### config.mk
export PLATFORM = sky130hd
export DESIGN_NAME = task_file_port
export DESIGN_NICKNAME = d
export VERILOG_FILES = /design/src/rtl/task_file_pkg.sv /design/src/rtl/task_file_port.sv /design/src/rtl/opcode_decoder.sv
export SDC_FILE = /design/constraint.sdc
export NUM_CORES = 1
export LEC_CHECK = 0
export ABC_AREA = 1
export BUFFER_PORTS_ARGS = -buffer_cell sky130_fd_sc_hd__clkbuf_2
export CORE_MARGIN = 3
export CORE_UTILIZATION = 35
export CTS_CLUSTER_DIAMETER = 40
export DETAILED_ROUTE_END_ITERATION = 12
export PLACE_DENSITY = 0.56
export RECOVER_POWER = 100
export SYNTH_ARGS = -nofsm -noshare
export SYNTH_HDL_FRONTEND = slang
export SYNTH_SLANG_ARGS = --single-unit
### constraint.sdc
create_clock -name sys_clk -period 1.4 [get_ports sys_clk]
set_input_delay 0.07 -clock sys_clk [delete_from_list [all_inputs] [get_ports sys_clk]]
set_output_delay 0.07 -clock sys_clk [all_outputs]
set_load 0.01 [all_outputs]
### src/rtl/task_file_pkg.sv
// Behaviour
// - A command starts only when busy is clear and ready is set at write.
// - An undefined opcode ends with an aborted-command error.
// - A command write taken while not busy and ready clears a pending interrupt request; an undefined opcode sets it again.
// - Decoder accepts the listed opcodes except F0 and F7, including nibble ranges and alternate power codes.
// - Long transfer pairs carry the long flag; zero means a normal transfer.
// - F8 reads native maximum address; F9 sets it using count, number, cylinder, drive and head parameters, not features.
// - Parameters marked required hold host values written before the opcode.
// - Parameters marked unused are ignored and passed on as zero.
// - Drive select comes from drive/head bit 4, head from bits 3-0.
// - Cylinder joins low and high bytes; feature comes from the features register.
// - Alternate status read returns status and leaves the interrupt pending.
// - Soft reset bit holds the device in reset, sets busy, clears registers.
// - Soft reset acts whatever drive is selected.
// - Interrupt disable set floats the interrupt pin; clear and selected drives it.
// - Reading main status while interrupt pending clears it.
// - While busy, any register read returns status contents.
package task_file_pkg;
    // Task-file addresses
    localparam logic [2:0] ADDR_ERROR = 3'h1;
    localparam logic [2:0] ADDR_FEATURES = 3'h1;
    localparam logic [2:0] ADDR_SECTOR_COUNT = 3'h2;
    localparam logic [2:0] ADDR_SECTOR_NUMBER = 3'h3;
    localparam logic [2:0] ADDR_CYL_LOW = 3'h4;
    localparam logic [2:0] ADDR_CYL_HIGH = 3'h5;
    localparam logic [2:0] ADDR_DRIVE_HEAD = 3'h6;
    localparam logic [2:0] ADDR_COMMAND = 3'h7;
    localparam logic [2:0] ADDR_STATUS = 3'h7;
    localparam logic [2:0] ADDR_ALT_STATUS = 3'h6;
    localparam logic [2:0] ADDR_DEVICE_CONTROL = 3'h6;

    // Field positions
    localparam int DC_SRST_BIT = 2;
    localparam int DC_IEN_BIT = 1;
    localparam int DH_DRV_BIT = 4;
    localparam int DH_HEAD_MSB = 3;
    localparam int DH_HEAD_LSB = 0;
    localparam int ERR_ABRT_BIT = 2;
    localparam int LONG_BIT = 1;

    localparam logic [7:0] BYTE_ZERO = 8'h00;
    localparam logic STATUS_CORR_VALUE = 1'b0;

    // Opcodes and opcode patterns
    localparam logic [7:0] OP_NOP = 8'h00;
    localparam logic [7:0] OP_RECAL = 8'h1?;
    localparam logic [7:0] OP_RW_SECTORS = 8'b0010_00??;
    localparam logic [7:0] OP_WR_SECTORS = 8'b0011_00??;
    localparam logic [7:0] OP_WR_VERIFY = 8'h3c;
    localparam logic [7:0] OP_RD_VERIFY = 8'b0100_000?;
    localparam logic [7:0] OP_FORMAT = 8'h50;
    localparam logic [7:0] OP_SEEK = 8'h7?;
    localparam logic [7:0] OP_DIAG = 8'h90;
    localparam logic [7:0] OP_INIT_PARAMS = 8'h91;
    localparam logic [7:0] OP_PWR_ALT_LO = 8'b1001_01??;
    localparam logic [7:0] OP_PWR_ALT_HI = 8'b1001_100?;
    localparam logic [7:0] OP_SMART = 8'hb0;
    localparam logic [7:0] OP_RW_MULTIPLE = 8'b1100_010?;
    localparam logic [7:0] OP_SET_MULTIPLE = 8'hc6;
    localparam logic [7:0] OP_DMA = 8'b1100_10??;
    localparam logic [7:0] OP_PWR_MAIN = 8'b1110_00??;
    localparam logic [7:0] OP_CHECK_PWR = 8'he5;
    localparam logic [7:0] OP_SLEEP = 8'he6;
    localparam logic [7:0] OP_RD_BUFFER = 8'he4;
    localparam logic [7:0] OP_FLUSH = 8'he7;
    localparam logic [7:0] OP_WR_BUFFER = 8'he8;
    localparam logic [7:0] OP_IDENTIFY = 8'hec;
    localparam logic [7:0] OP_SET_FEATURES = 8'hef;
    localparam logic [7:0] OP_SECURITY = 8'b1111_0???;
    localparam logic [7:0] OP_SECURITY_NONE = 8'hf0;
    localparam logic [7:0] OP_SECURITY_TOP = 8'hf7;
    localparam logic [7:0] OP_RD_NATIVE_MAX = 8'hf8;
    localparam logic [7:0] OP_SET_MAX = 8'hf9;

    typedef struct packed {
        logic sc;
        logic sn;
        logic cy;
        logic drv;
        logic hd;
        logic ft;
    } param_use_t;

    typedef struct packed {
        logic [7:0] sector_count_param;
        logic [7:0] sector_number_param;
        logic [15:0] cylinder_param;
        logic drive_select_param;
        logic [3:0] head_select_param;
        logic [7:0] feature_param;
    } cmd_params_t;

    typedef struct packed {
        logic [7:0] opcode;
        logic long_xfer;
        cmd_params_t params;
    } cmd_req_t;

    typedef struct packed {
        logic df;
        logic dsc;
        logic drq;
        logic idx;
    } drive_status_t;
endpackage

### src/rtl/task_file_port.sv
module task_file_port
    import task_file_pkg::*;
(
    // Clock and reset
    input wire logic sys_clk,
    input wire logic rst,
    // Host register access
    input wire logic cs0_n,
    input wire logic cs1_n,
    input wire logic [2:0] addr,
    input wire logic rd_en,
    input wire logic wr_en,
    input wire logic [7:0] wr_data,
    output logic [7:0] rd_data,
    output logic rd_valid,
    // Drive core side
    input wire logic dev_id,
    input wire logic drive_ready,
    input wire drive_status_t drv_status,
    input wire logic cmd_done,
    input wire logic cmd_err,
    output logic cmd_start,
    output cmd_req_t cmd_req,
    output logic soft_reset,
    // Interrupt pin
    output logic intrq_out,
    output logic intrq_oe
);
    logic [7:0] features_r, features_nxt, sec_count_r, sec_count_nxt, sec_num_r, sec_num_nxt;
    logic [7:0] cyl_lo_r, cyl_lo_nxt, cyl_hi_r, cyl_hi_nxt, drv_head_r, drv_head_nxt;
    logic srst_r, srst_nxt, ien_r, ien_nxt, bsy_r, bsy_nxt, in_reset_r, in_reset_nxt;
    logic err_r, err_nxt, abrt_r, abrt_nxt, intrq_r, intrq_nxt, oe_r, oe_nxt;
    logic [7:0] rd_data_r, rd_data_nxt;
    logic rd_valid_r, rd_valid_nxt, cmd_start_r, cmd_start_nxt;
    cmd_req_t cmd_req_r, cmd_req_nxt;
    logic sel0, sel1, cmd_wr, cmd_ok, op_valid, op_long;
    logic [7:0] status;
    param_use_t use_mask;

    opcode_decoder u_dec (
        .opcode(wr_data),
        .valid(op_valid),
        .long_xfer(op_long),
        .use_mask(use_mask)
    );

    assign sel0 = !cs0_n && cs1_n;
    assign sel1 = cs0_n && !cs1_n;
    assign cmd_wr = wr_en && sel0 && (addr == ADDR_COMMAND);
    assign cmd_ok = cmd_wr && !bsy_r && drive_ready;
    assign status = {bsy_r, drive_ready, drv_status.df, drv_status.dsc, drv_status.drq,
                     STATUS_CORR_VALUE, drv_status.idx, err_r};

    always_comb begin
        features_nxt = features_r;
        sec_count_nxt = sec_count_r;
        sec_num_nxt = sec_num_r;
        cyl_lo_nxt = cyl_lo_r;
        cyl_hi_nxt = cyl_hi_r;
        drv_head_nxt = drv_head_r;
        srst_nxt = srst_r;
        ien_nxt = ien_r;
        bsy_nxt = bsy_r;
        in_reset_nxt = in_reset_r;
        err_nxt = err_r;
        abrt_nxt = abrt_r;
        intrq_nxt = intrq_r;
        rd_data_nxt = rd_data_r;
        rd_valid_nxt = 1'b0;
        cmd_start_nxt = 1'b0;
        cmd_req_nxt = cmd_req_r;
        // Bits 7-4, 3 and 0 are not stored
        if (wr_en && sel1 && (addr == ADDR_DEVICE_CONTROL)) begin
            srst_nxt = wr_data[DC_SRST_BIT];
            ien_nxt = wr_data[DC_IEN_BIT];
        end
        // Reads; busy forces status onto every register
        if (rd_en && (sel0 || sel1)) begin
            rd_valid_nxt = 1'b1;
            rd_data_nxt = BYTE_ZERO;
            if (bsy_r) begin
                rd_data_nxt = status;
            end else if (sel1) begin
                if (addr == ADDR_ALT_STATUS) begin
                    rd_data_nxt = status;
                end
            end else begin
                case (addr)
                    ADDR_ERROR: rd_data_nxt = {5'h00, abrt_r, 2'h0};
                    ADDR_SECTOR_COUNT: rd_data_nxt = sec_count_r;
                    ADDR_SECTOR_NUMBER: rd_data_nxt = sec_num_r;
                    ADDR_CYL_LOW: rd_data_nxt = cyl_lo_r;
                    ADDR_CYL_HIGH: rd_data_nxt = cyl_hi_r;
                    ADDR_DRIVE_HEAD: rd_data_nxt = drv_head_r;
                    ADDR_STATUS: begin
                        rd_data_nxt = status;
                        intrq_nxt = 1'b0;
                    end
                    default: rd_data_nxt = BYTE_ZERO;
                endcase
            end
        end
        // Parameter writes, refused while busy
        if (wr_en && sel0 && !bsy_r) begin
            case (addr)
                ADDR_FEATURES: features_nxt = wr_data;
                ADDR_SECTOR_COUNT: sec_count_nxt = wr_data;
                ADDR_SECTOR_NUMBER: sec_num_nxt = wr_data;
                ADDR_CYL_LOW: cyl_lo_nxt = wr_data;
                ADDR_CYL_HIGH: cyl_hi_nxt = wr_data;
                ADDR_DRIVE_HEAD: drv_head_nxt = wr_data;
                default: ;
            endcase
        end
        if (cmd_ok) begin
            intrq_nxt = 1'b0;
            err_nxt = !op_valid;
            abrt_nxt = !op_valid;
            if (op_valid) begin
                bsy_nxt = 1'b1;
                cmd_start_nxt = 1'b1;
                cmd_req_nxt.opcode = wr_data;
                cmd_req_nxt.long_xfer = op_long;
                // Unused parameters pass as zero
                cmd_req_nxt.params.sector_count_param = use_mask.sc ? sec_count_r : BYTE_ZERO;
                cmd_req_nxt.params.sector_number_param = use_mask.sn ? sec_num_r : BYTE_ZERO;
                cmd_req_nxt.params.cylinder_param = use_mask.cy ? {cyl_hi_r, cyl_lo_r} : {BYTE_ZERO, BYTE_ZERO};
                cmd_req_nxt.params.drive_select_param = use_mask.drv ? drv_head_r[DH_DRV_BIT] : 1'b0;
                cmd_req_nxt.params.head_select_param =
                    use_mask.hd ? drv_head_r[DH_HEAD_MSB:DH_HEAD_LSB] : 4'h0;
                cmd_req_nxt.params.feature_param = use_mask.ft ? features_r : BYTE_ZERO;
            end else begin
                intrq_nxt = 1'b1;
            end
        end
        // Completion of a running command; set wins over a status read
        if (cmd_done && bsy_r && !in_reset_r) begin
            bsy_nxt = 1'b0;
            err_nxt = cmd_err;
            intrq_nxt = 1'b1;
        end
        // Soft reset, whatever drive is selected
        if (srst_r) begin
            features_nxt = BYTE_ZERO;
            sec_count_nxt = BYTE_ZERO;
            sec_num_nxt = BYTE_ZERO;
            cyl_lo_nxt = BYTE_ZERO;
            cyl_hi_nxt = BYTE_ZERO;
            drv_head_nxt = BYTE_ZERO;
            err_nxt = 1'b0;
            abrt_nxt = 1'b0;
            intrq_nxt = 1'b0;
            cmd_start_nxt = 1'b0;
            bsy_nxt = 1'b1;
            in_reset_nxt = 1'b1;
        end else if (in_reset_r) begin
            bsy_nxt = 1'b0;
            in_reset_nxt = 1'b0;
        end
        oe_nxt = !ien_r && (drv_head_r[DH_DRV_BIT] == dev_id);
    end

    always_ff @(posedge sys_clk) begin
        if (rst) begin
            features_r <= BYTE_ZERO;
            sec_count_r <= BYTE_ZERO;
            sec_num_r <= BYTE_ZERO;
            cyl_lo_r <= BYTE_ZERO;
            cyl_hi_r <= BYTE_ZERO;
            drv_head_r <= BYTE_ZERO;
            srst_r <= 1'b0;
            ien_r <= 1'b0;
            bsy_r <= 1'b0;
            in_reset_r <= 1'b0;
            err_r <= 1'b0;
            abrt_r <= 1'b0;
            intrq_r <= 1'b0;
            oe_r <= 1'b0;
            rd_data_r <= BYTE_ZERO;
            rd_valid_r <= 1'b0;
            cmd_start_r <= 1'b0;
            cmd_req_r <= '0;
        end else begin
            features_r <= features_nxt;
            sec_count_r <= sec_count_nxt;
            sec_num_r <= sec_num_nxt;
            cyl_lo_r <= cyl_lo_nxt;
            cyl_hi_r <= cyl_hi_nxt;
            drv_head_r <= drv_head_nxt;
            srst_r <= srst_nxt;
            ien_r <= ien_nxt;
            bsy_r <= bsy_nxt;
            in_reset_r <= in_reset_nxt;
            err_r <= err_nxt;
            abrt_r <= abrt_nxt;
            intrq_r <= intrq_nxt;
            oe_r <= oe_nxt;
            rd_data_r <= rd_data_nxt;
            rd_valid_r <= rd_valid_nxt;
            cmd_start_r <= cmd_start_nxt;
            cmd_req_r <= cmd_req_nxt;
        end
    end

    assign rd_data = rd_data_r;
    assign rd_valid = rd_valid_r;
    assign cmd_start = cmd_start_r;
    assign cmd_req = cmd_req_r;
    assign soft_reset = srst_r;
    assign intrq_out = intrq_r;
    assign intrq_oe = oe_r;
endmodule // task_file_port

### src/rtl/opcode_decoder.sv
module opcode_decoder
    import task_file_pkg::*;
(
    // Opcode in
    input wire logic [7:0] opcode,
    // Decode out
    output logic valid,
    output logic long_xfer,
    output param_use_t use_mask
);
    localparam param_use_t USE_NONE = '{sc: 1'b0, sn: 1'b0, cy: 1'b0, drv: 1'b1, hd: 1'b0, ft: 1'b0};
    localparam param_use_t USE_XFER = '{sc: 1'b1, sn: 1'b1, cy: 1'b1, drv: 1'b1, hd: 1'b1, ft: 1'b0};
    localparam param_use_t USE_SEEK = '{sc: 1'b0, sn: 1'b0, cy: 1'b1, drv: 1'b1, hd: 1'b1, ft: 1'b0};
    localparam param_use_t USE_INIT = '{sc: 1'b1, sn: 1'b0, cy: 1'b0, drv: 1'b1, hd: 1'b1, ft: 1'b0};
    localparam param_use_t USE_SMART = '{sc: 1'b0, sn: 1'b0, cy: 1'b1, drv: 1'b1, hd: 1'b0, ft: 1'b1};
    localparam param_use_t USE_COUNT = '{sc: 1'b1, sn: 1'b0, cy: 1'b0, drv: 1'b1, hd: 1'b0, ft: 1'b0};
    localparam param_use_t USE_FEAT = '{sc: 1'b0, sn: 1'b0, cy: 1'b0, drv: 1'b1, hd: 1'b0, ft: 1'b1};

    always_comb begin
        valid = 1'b1;
        long_xfer = 1'b0;
        use_mask = USE_NONE;
        casez (opcode)
            OP_NOP, OP_RECAL, OP_DIAG, OP_RD_BUFFER, OP_FLUSH, OP_WR_BUFFER, OP_IDENTIFY,
            OP_RD_NATIVE_MAX: begin
                use_mask = USE_NONE;
            end
            OP_RW_SECTORS, OP_WR_SECTORS: begin
                use_mask = USE_XFER;
                long_xfer = opcode[LONG_BIT];
            end
            OP_WR_VERIFY, OP_RD_VERIFY, OP_RW_MULTIPLE, OP_DMA, OP_SET_MAX: begin
                use_mask = USE_XFER;
            end
            OP_FORMAT, OP_SEEK: begin
                use_mask = USE_SEEK;
            end
            OP_INIT_PARAMS: begin
                use_mask = USE_INIT;
            end
            OP_SMART: begin
                use_mask = USE_SMART;
            end
            OP_SET_MULTIPLE, OP_PWR_ALT_LO, OP_PWR_ALT_HI, OP_PWR_MAIN, OP_CHECK_PWR, OP_SLEEP: begin
                use_mask = USE_COUNT;
            end
            OP_SET_FEATURES: begin
                use_mask = USE_FEAT;
            end
            OP_SECURITY: begin
                valid = (opcode != OP_SECURITY_NONE) && (opcode != OP_SECURITY_TOP);
            end
            default: begin
                valid = 1'b0;
            end
        endcase
    end
endmodule // opcode_decoder

==> metrics.md, run 1 <==
| Metric | Value |
|---|---|
| Xor and xnor fraction of the mapped netlist area | 0.00154 |
| Routed Antenna Nets | 0 |
| Clk slew on worst S/H paths | 0.06 ns |
| Post-layout util | 0.514 |
| FILL cells | 1633 |
| Top cells by area, synth | dfxtp_1 (42%), nand2_1 (13%), nor2_1 (9.1%), a21oi_1 (7.1%), o21ai_0 (5.6%) |
| Routed WL | 18.6 mm |
| Synth warnings | 0 |
| Pin count of the biggest net entering global routing | 53 |
| Setup_tns | 0 ns |
| Cells after Synth | 845 |
| Number of synthesized flops with an enable pin | 0 |
| Max_cap viols | 0 |
| Slowest CP cell | nor2_2 |
| Area of the multi-input gates | 2780 um^2 |
| CP bufs+invs | 4 |
| Slew @ Worst Pin | 0.510 ns |
| Switching part of the total | 0.247 |
| DR WL/cell | 14.8 um |
| Initial DRC Count | 465 |
| Worst Path Required | 1.71 ns |
| CP max stage delay | 0.18 ns |
| GR Util All Layers | 0.200 |
| Total grt overflow | 0 |
| Max Root-Sink Buffers | 2 |
| #FFs+latches synth | 120 |
| TritonCTS clock tree | yes |
| Starting Density | 0.366 |
| Crit-path most repeated cell | nor2_1 |
| Leading area contributor after synthesis | dfxtp_1 |
| Synth Area in Simple Gates | 0.301 |
| Die Y-Extent | 134 um |
| Setup Skew | 0.00764 ns |
| Combinational power share | 0.108 |
| Htree depth | 4 |
| DRT Pass-1 Iters | 5 |
| Cell Area, Synth | 5690 um^2 |
| Gpl congestion | 0.917 |
| Post-synthesis mux area share | 0 |
| CP Capture Type | flip-flop |
| Critical Path, Cell by Cell | clkbuf_4 -> buf_4 -> nor2_1 -> nand2_2 -> nor2_1 -> nor2_1 -> nand3_1 -> nor2_2 -> nand2_4 -> buf_12 -> buf_4 -> a21oi_1 -> nor2_1 |
| Sequential share of power | 0.390 |
| Final hold vios | 0 |
| Register Area | 2400 um^2 |
| Width of the die | 134 um |
| P_sw | 0.00221 W |
| Final Max Slew Viols | 0 |
| Hold Crit Class | in2reg |
| Remaining DRCs | 0 |
| Via/cell ratio | 4.80 |
| Place WS | -0.428 ns |
| Top-count cell post-synth | nand2_1 |
| WS Path Type | in2reg |
| Nets | 1064 |
| Total core area | 15500 um^2 |
| Internal | 0.00674 W |
| Area share of the largest cell type after synthesis | 0.422 |
| Pwr dens | 1120 nW/um^2 |
| Rel. slew slack | 0.659 |
| Synth Area in Compound Gates | 0.163 |
| Port bufs | 91 |
| Post-DP HPWL | 12.8 mm |
| Io pins | 92 |
| Area share of fa/ha/maj cells after synthesis | 0.00440 |
| ANT cells | 0 |
| Async S/R FF share, synth | 0 |
| Die Footprint | 17800 um^2 |
| Vias in the first global route | 5438 |
| Area grow syn2layout | 40.2% |
| Synth cell count leaders | nand2_1 (192), nor2_1 (138), dfxtp_1 (120), inv_1 (82), a21oi_1 (81) |
| Largest family of logic cells by synthesized area | simple AND/OR/NAND/NOR gates |
| CTS Sinks | 120 |
| Post-synthesis cell type count | 33 |
| Global-route wire length before repair | 28.4 mm |
| Share of layout cells above drive strength 1 | 0.225 |
| Syn nets | 872 |
| Final setup fails | 0 |
| Delay-heaviest family, CP | simple AND/OR/NAND/NOR gates |
| Root Buffer | clkbuf_16 |
| Leak Pwr | 3.64 nW |
| Clk network pwr share | 0.502 |
| Num CTS Buffers | 17 |
| Primary FF master, synth | dfxtp_1 |
| DR vias | 6051 |
| Crit path max fanout | 7 |
| CP Launch Type | input port |
| Syn Area/Cell | 6.73 um^2 |
| Status | complete, no violations |
| Sequential share of the synthesized area | 0.422 |
| Clock latency on the worst-skew pair | 0.42 ns |
| Fin crit period | 1.31 ns |
| CP arrival | 1.62 ns |
| Slack of the critical path | 0.0944 ns |
| Final Cycle Share | 0.933 |
| FMAX | 766 MHz |
| Worst IR Drop VDD | 866 uV |
| # rows | 45 |
| Initial antenna violation count | 0 |
## what timing repair did
| item | CTS | global route |
|---|---|---|
| hold buffers | 8 | 0 |
| cloned | 1 | 6 |
| pin swaps | 0 | 12 |
| resized for setup | 3 | 55 |
| endpoints found under the setup margin | 19 | 98 |
| endpoints found under the hold margin | 9 | 0 |
| setup buffers | 0 | 7 |
## cell type report
class | count | area share
clock inverter | 14 | 0.0213
timing repair buffer | 215 | 0.195
clock buffer | 18 | 0.0550
multi-input combinational | 587 | 0.348
sequential | 120 | 0.301
tap | 211 | 0.0331
inverter | 96 | 0.0463
## logic make-up (layout without fill, tap and decap cells)
| kind of cell | Yosys count | after routing |
|---|---|---|
| fa+ha+maj | 2 | 2 |
| compound gates | 171 | 171 |
| flops | 120 | 120 |
| simple gates | 413 | 413 |
| xor+xnor | 1 | 1 |
| buf+inv | 138 | 343 |
## placed cells by master, fill, tap and decap left out, types with 5 or more instances in the layout
master,instances
dlygate4sd3_1,8
inv_1,81
inv_2,7
clkbuf_4,7
a21oi_2,14
a21oi_1,77
clkinv_2,5
dfxtp_1,120
buf_12,13
nand2_1,185
nand2_2,17
clkbuf_2,19
nand3_1,57
a22oi_1,5
nor2_4,5
nor2_2,10
clkbuf_1,68
clkbuf_16,19
o21ai_0,64
buf_6,9
nor2_1,127
buf_4,86
## worst paths after layout
check	to	slack [ns]	depth (start not counted)	startpoint
setup reg to reg	sec_num_r[6]	0.10	8	bsy_r
hold reg to reg	intrq_oe	0.44	1	ien_r
setup / recovery	cmd_req[35]	0.09	13	wr_data[4]
hold / removal	bsy_r	0.02	6	cmd_done
## worst min-delay path, delay by kind of cell
family                 cells  cell delay [ns]
AND/OR/NAND/NOR            4             0.21
buffers and inverters      2             0.11
## metrics by stage
step / instance area (um^2) / hold WS (ns) / instances / power (W)
after detailed placement: 7070 / 0.367 / 1207 / 0.00434
after global routing: 7980 / 0.0154 / 1261 / 0.00926
final: 7980 / 0.0167 / 1261 / 0.00895
after global placement: 7070 / 0.359 / 1207 / 0.00434
after floorplan: 5720 / 0.248 / 845 / 0.00396
after CTS: 7770 / 0.00913 / 1248 / 0.00883
## power groups by stage
stage	sequential (W)	clock [W]	combinational [W]
after floorplan	0.00357	0	0.000395
after global placement	0.00356	0	0.000779
after detailed placement	0.00356	0	0.000774
after CTS	0.00349	0.00454	0.000796
after global routing	0.00349	0.00473	0.00104
final	0.00349	0.00450	0.000964
## layer usage
metal,GRT usage,vias to the layer above,share of wire,wire [um]
met2,0.313,197,0.45,8340
met5,0,-,0,0
met4,0.0617,0,0.016,294
met3,0.0483,22,0.060,1110
met1,0.272,2758,0.48,8860
li1,-,3074,-,-
## flip-flops by register name, summed over array words and instances, names as in the netlist
| register | cells |
|---|---|
| cyl_hi_r | 8 |
| rd_valid | 1 |
| features_r | 8 |
| soft_reset | 1 |
| bsy_r | 1 |
| err_r | 1 |
| sec_count_r | 8 |
| ien_r | 1 |
| cmd_req | 54 |
| rd_data | 8 |
| intrq_out | 1 |
| cmd_start | 1 |
| abrt_r | 1 |
| sec_num_r | 8 |
| in_reset_r | 1 |
| intrq_oe | 1 |
| cyl_lo_r | 8 |
| drv_head_r | 8 |
No activity file was read; power rests on OpenSTA's default activity.
==> inputs of run 2 (changes only) <==
Clock period 1.4 ns to 1.05 ns, I/O delays scaled along.
==> run 2 against run 1 <==
The flow now finishes with violations (negative setup slack). Power increased by 30%. Core utilization rose by 7.7 points. Sequential cell count did not move. Global-route usage rose by 0.64 points. Wire length is 5.2% higher. Sequential share of layout area is 3.8 points lower.
==> metrics.md, run 2 (same netlist as run 1, synthesis figures left out) <==
| Metric | Value |
|---|---|
| Slack of the critical path | -0.234 ns (was 0.0944 ns) |
| Combinational power share | 0.130 (was 0.108) |
| Max_cap viols | 0 (unchanged) |
| Register Area | 2410 um^2 (was 2400 um^2) |
| Slowest CP cell | dfxtp_4 (was nor2_2) |
| Io pins | 92 (unchanged) |
| Max Root-Sink Buffers | 2 (unchanged) |
| Clk network pwr share | 0.470 (was 0.502) |
| Dpl cells | 1230 (was 1207) |
| Clock latency on the worst-skew pair | 0.42 ns (about the same) |
| Critical Path, Cell by Cell | nor2_4 -> nand2_4 -> clkinv_8 -> buf_12 -> nor2_2 -> o211ai_1 -> nand3_1 -> nand2_1 -> inv_1 (was clkbuf_4 -> buf_4 -> nor2_1 -> nand2_2 -> nor2_1 -> nor2_1 -> nand3_1 -> nor2_2 -> nand2_4 -> buf_12 -> buf_4 -> a21oi_1 -> nor2_1) |
| Setup Skew | 0.00844 ns (was 0.00764 ns) |
| P_sw | 0.00290 W (was 0.00221 W) |
| GR Util All Layers | 0.206 (was 0.200) |
| Failing checks | negative setup slack |
| Routed WL | 19.6 mm (was 18.6 mm) |
| FILL cells | 1504 (was 1633) |
| CP max stage delay | 0.36 ns (was 0.18 ns) |
| DR WL/cell | 15.0 um (was 14.8 um) |
| Post-DP HPWL | 13.1 mm (was 12.8 mm) |
| Area grow syn2layout | 61.2% (was 40.2%) |
| CP Capture Type | flip-flop (unchanged) |
| Sequential share of power | 0.400 (was 0.390) |
| Num CTS Buffers | 17 (unchanged) |
| Final hold vios | 0 (unchanged) |
| DR vias | 6241 (was 6051) |
| Die Footprint | 17800 um^2 (unchanged) |
| Worst IR Drop VDD | 1080 uV (was 866 uV) |
| Finished Layout Cells | 1307 (was 1261) |
| Fin crit period | 1.28 ns |
| Routed Antenna Nets | 0 (unchanged) |
| # rows | 45 (unchanged) |
| Vias in the first global route | 5677 (was 5438) |
| Worst Path Required | 1.36 ns (was 1.71 ns) |
| CTS Sinks | 120 (unchanged) |
| Status | complete, but fails checks (was complete, no violations) |
| Nets | 1110 (was 1064) |
| Share of layout cells above drive strength 1 | 0.374 (was 0.225) |
| Setup_tns | -18.87 ns (was 0 ns) |
| Clk slew on worst S/H paths | 0.06 ns (about the same) |
| Starting Density | 0.366 (unchanged) |
| Htree depth | 4 (unchanged) |
| Hold Crit Class | in2reg (unchanged) |
| R2R Setup Slk | -0.23 ns (was 0.10 ns) |
| TritonCTS clock tree | yes (unchanged) |
| CP bufs+invs | 3 (was 4) |
| Internal | 0.00873 W (was 0.00674 W) |
| Crit path max fanout | 7 (unchanged) |
| Root Buffer | clkbuf_16 (unchanged) |
| Endpoint, Worst Hold | cmd_req[49] (was bsy_r) |
| Number of flip-flops in the largest register | 54 (unchanged) |
| Initial DRC Count | 362 (was 465) |
| WS Path Type | reg2reg (was in2reg) |
| DRT Pass-1 Iters | 7 (was 5) |
| Hold path start | wr_data[3] (was cmd_done) |
| Via/cell ratio | 4.78 (was 4.80) |
| Port bufs | 91 (unchanged) |
| Area of the multi-input gates | 3370 um^2 (was 2780 um^2) |
| Pwr dens | 1270 nW/um^2 (was 1120 nW/um^2) |
| Min-Delay Path Depth | 4 (was 6) |
| Gpl congestion | 0.914 (was 0.917) |
| Total core area | 15500 um^2 (unchanged) |
| CP Launch Type | flip-flop (was input port) |
| R2R Path End | intrq_out (was sec_num_r[6]) |
| Reg2Reg Launch Point | bsy_r (unchanged) |
| Total grt overflow | 0 (unchanged) |
| FMAX | 779 MHz |
| Initial antenna violation count | 0 (unchanged) |
| Reg2Reg Depth | 9 (was 8) |
| Remaining DRCs | 0 (unchanged) |
| Delay-heaviest family, CP | simple AND/OR/NAND/NOR gates (unchanged) |
| ANT cells | 0 (unchanged) |
| Commonest non-fill, non-tap cell in the layout | nand2_1 (unchanged) |
| Width of the die | 134 um (unchanged) |
| RSZ-0062 raised after global routing | yes |
| Pin count of the biggest net entering global routing | 46 (was 53) |
| Die Y-Extent | 134 um (unchanged) |
| Most frequent cells in the layout | nand2_1 (150), dfxtp_1 (117), buf_4 (114), nor2_1 (101), inv_1 (78) (was nand2_1 (185), nor2_1 (127), dfxtp_1 (120), buf_4 (86), inv_1 (81)) |
| CP arrival | 1.59 ns (was 1.62 ns) |
| Final Max Slew Viols | 0 (unchanged) |
| Final Cycle Share | 1.22 |
| Leak Pwr | 4.00 nW (was 3.64 nW) |
| Final setup fails | 113 (was 0) |
| Slew @ Worst Pin | 0.421 ns (was 0.510 ns) |
| Global-route wire length before repair | 29.1 mm (was 28.4 mm) |
| Switching part of the total | 0.249 (was 0.247) |
| Rel. slew slack | 0.717 (was 0.659) |
## run 2: worst max-delay path by stage
stage                           from     endpoint  slack [ns]  cells past startpoint
after floorplan           wr_data[5]        bsy_r       -0.36                     15
after global placement    wr_data[5]   cmd_req[7]       -0.65                     13
after detailed placement  wr_data[3]  cmd_req[29]       -0.66                     15
after CTS                      bsy_r    intrq_out       -0.23                      9
after global routing      wr_data[3]  cmd_req[53]       -0.32                     15
final                          bsy_r    intrq_out       -0.23                      9
## run 2: stage by stage
stage,hold WS [ns],total power (W),util,instance area [um^2],worst slack [ns]
after floorplan,0.227,0.00536,-,5950,-0.356
after global placement,0.353,0.00588,0.478,7430,-0.647
after detailed placement,0.359,0.00587,0.478,7430,-0.657
after CTS,0.00896,0.0114,0.537,8340,-0.232
after global routing,0.0343,0.0120,0.590,9170,-0.319
final,0.0295,0.0116,0.590,9170,-0.234
## run 2: metal layers
| metal | global-route usage | share of wire | wire, um |
|---|---|---|---|
| met1 | 0.271 | 0.46 | 9010 |
| met2 | 0.341 | 0.49 | 9540 |
| met4 | 0.0686 | 0.014 | 274 |
| met3 | 0.0389 | 0.038 | 750 |
| met5 | 0 | 0 | 0 |
## run 2: what timing repair did
action,CTS,global route
endpoints found under the setup margin,116,117
cloned,3,11
resized for setup,52,175
pin swaps,3,59
setup buffers,7,18
hold buffers,9,1
endpoints found under the hold margin,10,1
## run 2: worst register-to-register path, delay by kind of cell (launching register included)
family | cells | cell delay, ns
buffers and inverters | 3 | 0.27
AND/OR/NAND/NOR | 5 | 0.39
AO/OA/AOI/OAI | 1 | 0.16
flip-flops | 1 | 0.36
## run 2: area by class of cell
type / instances / area share
clock inverter: 7 / 0.00750
tap: 211 / 0.0288
sequential: 120 / 0.263
clock buffer: 25 / 0.0529
timing repair buffer: 260 / 0.237
multi-input combinational: 588 / 0.367
inverter: 96 / 0.0436
## run 2: power groups by stage
stage / Clock (W) / Sequential, W / Combinational, W
2_1_floorplan: 0 / 0.00476 / 0.000600
4_1_cts: 0.00555 / 0.00465 / 0.00125
6_report: 0.00546 / 0.00465 / 0.00151
3_3_place_gp: 0 / 0.00475 / 0.00113
3_5_place_dp: 0 / 0.00475 / 0.00112
5_1_grt: 0.00574 / 0.00466 / 0.00163
==> inputs of run 3 (changes only) <==
Settings changed: ABC_AREA 1 to not set, PLACE_DENSITY 0.56 to 0.55.
==> run 3 against run 2 <==
The run still ends with negative setup slack left. Global-route usage rose by 2.2 points. Die area rose by 7.6%. Worst setup slack got worse by 0.35 ns. Critical path depth fell by 3. Hold slack improved by 0.13 ns. Synthesized cell count fell by 14%. First-iteration DRC count rose by 22%. Sequential power barely moved. Core utilization rose by 0.41 points. Count of clock-buffer cells in the layout did not move. Critical endpoint is now cmd_req[7]. Largest power group unchanged. Highest routed layer unchanged.
==> metrics.md, run 3 <==
| Metric | Value |
|---|---|
| Status | complete, but fails checks (unchanged) |
| Failing checks | negative setup slack (unchanged) |
| Starting Density | 0.364 (was 0.366) |
| WHS | 0.157 ns (was 0.0295 ns) |
| Met1 Use GR | 0.299 (was 0.271) |
| Sequential share of power | 0.401 (was 0.400) |
| Clock latency on the worst-skew pair | 0.42 ns (about the same) |
| Nets | 986 (was 1110) |
| Routed Antenna Nets | 0 (unchanged) |
| Htree depth | 4 (unchanged) |
| Final Cycle Share | 1.55 (was 1.22) |
| Worst Path Required | 1.34 ns (was 1.36 ns) |
| P_sw | 0.00300 W (was 0.00290 W) |
| Worst IR Drop VDD | 1140 uV (was 1080 uV) |
| Total grt overflow | 0 (unchanged) |
| Pin count of the biggest net entering global routing | 28 (was 46) |
| Final setup fails | 115 (was 113) |
| Met2 Use GR | 0.369 (was 0.341) |
| CP arrival | 1.92 ns (was 1.59 ns) |
| Hold path start | cmd_done (was wr_data[3]) |
| Critical Path, Cell by Cell | nand4b_1 -> buf_6 -> or2_4 -> a31oi_4 -> buf_12 -> o31ai_1 (was nor2_4 -> nand2_4 -> clkinv_8 -> buf_12 -> nor2_2 -> o211ai_1 -> nand3_1 -> nand2_1 -> inv_1) |
| Rel. slew slack | 0.680 (was 0.717) |
| Number of flip-flops in the largest register | 54 (unchanged) |
| Remaining DRCs | 0 (unchanged) |
| CTS Sinks | 120 (unchanged) |
| Slew @ Worst Pin | 0.479 ns (was 0.421 ns) |
| Leading area contributor after synthesis | dfxtp_1 (unchanged) |
| Leak Pwr | 3.95 nW (was 4.00 nW) |
| CP bufs+invs | 2 (was 3) |
| Cells after Synth | 727 (was 845) |
| Max_cap viols | 0 (unchanged) |
| Top-count cell post-synth | dfxtp_1 (was nand2_1) |
| Max Root-Sink Buffers | 2 (unchanged) |
| CP Capture Type | flip-flop (unchanged) |
| CP max stage delay | 0.33 ns (was 0.36 ns) |
| Clk slew on worst S/H paths | 0.06 ns (about the same) |
| Sequential share of the synthesized area | 0.391 (was 0.422) |
| Setup_tns | -54.87 ns (was -18.87 ns) |
| Share of layout cells above drive strength 1 | 0.426 (was 0.374) |
| #FFs+latches synth | 120 (unchanged) |
| DR WL/cell | 19.7 um (was 15.0 um) |
| Syn nets | 754 (was 872) |
| FMAX | 614 MHz (was 779 MHz) |
| Cell Area, Synth | 6140 um^2 (was 5690 um^2) |
| Top cells by area, synth | dfxtp_1 (39%), mux2i_1 (8.8%), nor2_1 (4.8%), nor2b_1 (4.8%), nand3_1 (3.6%) (was dfxtp_1 (42%), nand2_1 (13%), nor2_1 (9.1%), a21oi_1 (7.1%), o21ai_0 (5.6%)) |
| Most frequent cells in the layout | buf_4 (135), dfxtp_1 (114), nor2_1 (68), clkbuf_1 (68), mux2i_1 (52) (was nand2_1 (150), dfxtp_1 (117), buf_4 (114), nor2_1 (101), inv_1 (78)) |
| Final Max Slew Viols | 0 (unchanged) |
| Post-DP HPWL | 15.1 mm (was 13.1 mm) |
| Root Buffer | clkbuf_16 (unchanged) |
| Finished Layout Cells | 1192 (was 1307) |
| Area grow syn2layout | 63.3% (was 61.2%) |
| Final hold vios | 0 (unchanged) |
| GR Util All Layers | 0.228 (was 0.206) |
| Initial antenna violation count | 0 (unchanged) |
| Routed WL | 23.5 mm (was 19.6 mm) |
| Crit path max fanout | 14 (was 7) |
| Gpl congestion | 0.897 (was 0.914) |
| TritonCTS clock tree | yes (unchanged) |
| Setup Skew | 0.00585 ns (was 0.00844 ns) |
| Reg2Reg Launch Point | bsy_r (unchanged) |
| Via/cell ratio | 5.58 (was 4.78) |
| Commonest non-fill, non-tap cell in the layout | buf_4 (was nand2_1) |
| Width of the die | 139 um (was 134 um) |
| RSZ-0062 raised after global routing | yes (unchanged) |
| Clk network pwr share | 0.468 (was 0.470) |
| Hold Crit Class | in2reg (unchanged) |
| Slowest CP cell | dfxtp_2 (was dfxtp_4) |
| Synth cell count leaders | dfxtp_1 (120), nor2_1 (79), mux2i_1 (54), nor2b_1 (47), clkbuf_1 (46) (was nand2_1 (192), nor2_1 (138), dfxtp_1 (120), inv_1 (82), a21oi_1 (81)) |
| Async S/R FF share, synth | 0 (unchanged) |
| Pwr dens | 1150 nW/um^2 (was 1270 nW/um^2) |
| DR vias | 6653 (was 6241) |
| Primary FF master, synth | dfxtp_1 (unchanged) |
| Vias in the first global route | 6629 (was 5677) |
| Area share of the largest cell type after synthesis | 0.391 (was 0.422) |
| CP Launch Type | flip-flop (unchanged) |
| Initial DRC Count | 441 (was 362) |
| Internal | 0.00854 W (was 0.00873 W) |
| Number of synthesized flops with an enable pin | 0 (unchanged) |
| ANT cells | 0 (unchanged) |
| Slack of the critical path | -0.580 ns (was -0.234 ns) |
| Placed instance area | 8230 um^2 (was 7430 um^2) |
| Die Y-Extent | 139 um (was 134 um) |
| Worst Setup SP | bsy_r (unchanged) |
| Post-synthesis cell type count | 60 (was 33) |
| Combinational power share | 0.131 (was 0.130) |
| Global-route wire length before repair | 35.5 mm (was 29.1 mm) |
| Syn Area/Cell | 8.45 um^2 (was 6.73 um^2) |
| WS Path Type | reg2reg (unchanged) |
| Delay-heaviest family, CP | simple AND/OR/NAND/NOR gates (unchanged) |
| DRT Pass-1 Iters | 6 (was 7) |
| Final Instance Area | 10000 um^2 (was 9170 um^2) |
| Io pins | 92 (unchanged) |
| Die Footprint | 19200 um^2 (was 17800 um^2) |
| Port bufs | 91 (unchanged) |
| # rows | 47 (was 45) |
| Dpl cells | 1125 (was 1230) |
| Fin crit period | 1.63 ns (was 1.28 ns) |
| Num CTS Buffers | 17 (unchanged) |
| Total core area | 16900 um^2 (was 15500 um^2) |
| Synth warnings | 0 (unchanged) |
| Switching part of the total | 0.260 (was 0.249) |
| Most Crowded Layer GR | met2 (unchanged) |
| Met3 Use GR | 0.0497 (was 0.0389) |
## run 3: layout make-up
| type | count | area, um^2 |
|---|---|---|
| multi-input combinational | 516 | 4390 |
| clock buffer | 25 | 505 |
| clock inverter | 7 | 42.5 |
| timing repair buffer | 285 | 2330 |
| tap | 220 | 275 |
| fill | 1424 | 6850 |
| sequential | 120 | 2410 |
| inverter | 19 | 71.3 |
## run 3: final timing paths
kind	end	slack [ns]	cells past startpoint
min reg2reg	intrq_oe	0.44	1
min	err_r	0.16	3
max	cmd_req[7]	-0.58	6
max reg2reg	cmd_req[7]	-0.58	6
## run 3: logic make-up (layout without fill, tap and decap cells)
| logic type | count (synthesis) | in the layout | synth area share |
|---|---|---|---|
| flops | 120 | 120 | 0.391 |
| buf+inv | 94 | 336 | 0.0654 |
| fa+ha+maj | 2 | 2 | 0.00407 |
| xor+xnor | 2 | 2 | 0.00285 |
| mux | 57 | 57 | 0.0953 |
| simple gates | 310 | 313 | 0.264 |
| compound gates | 142 | 142 | 0.177 |
## run 3: metrics by stage
step	power (W)	utilization	setup slack, ns
2_1_floorplan	0.00540	-	-0.688
3_3_place_gp	0.00590	0.488	-0.990
3_5_place_dp	0.00592	0.488	-1.02
4_1_cts	0.0115	0.570	-0.522
5_1_grt	0.0119	0.594	-0.614
6_report	0.0115	0.594	-0.580
## run 3: power by group through the flow
stage | Sequential (W) | Clock (W) | Combinational [W]
final | 0.00463 | 0.00540 | 0.00152
after detailed placement | 0.00472 | 0 | 0.00120
after global routing | 0.00463 | 0.00568 | 0.00159
after CTS | 0.00463 | 0.00545 | 0.00140
after global placement | 0.00472 | 0 | 0.00118
after floorplan | 0.00473 | 0 | 0.000667
## run 3: timing repair
item / 4_1_cts / 5_1_grt
hold endpoints to repair: 8 / 0
endpoints found under the setup margin: 116 / 116
hold buffers: 8 / 0
pin swaps: 58 / 29
buffers inserted: 9 / 7
gates resized for setup: 118 / 77
cloned: 9 / 6
## run 3: worst min-delay path, delay by kind of cell
kind	cells	cell delay [ns]
AOI/OAI and AO/OA	1	0.10
buffers and inverters	1	0.08
and+or+nand+nor	1	0.28
## run 3: routing by layer
layer  share of wire  vias to the layer above
li1                -                     3127
met1            0.44                     3253
met2            0.48                      223
met3           0.049                       50
met4           0.027                        0
met5               0                        -
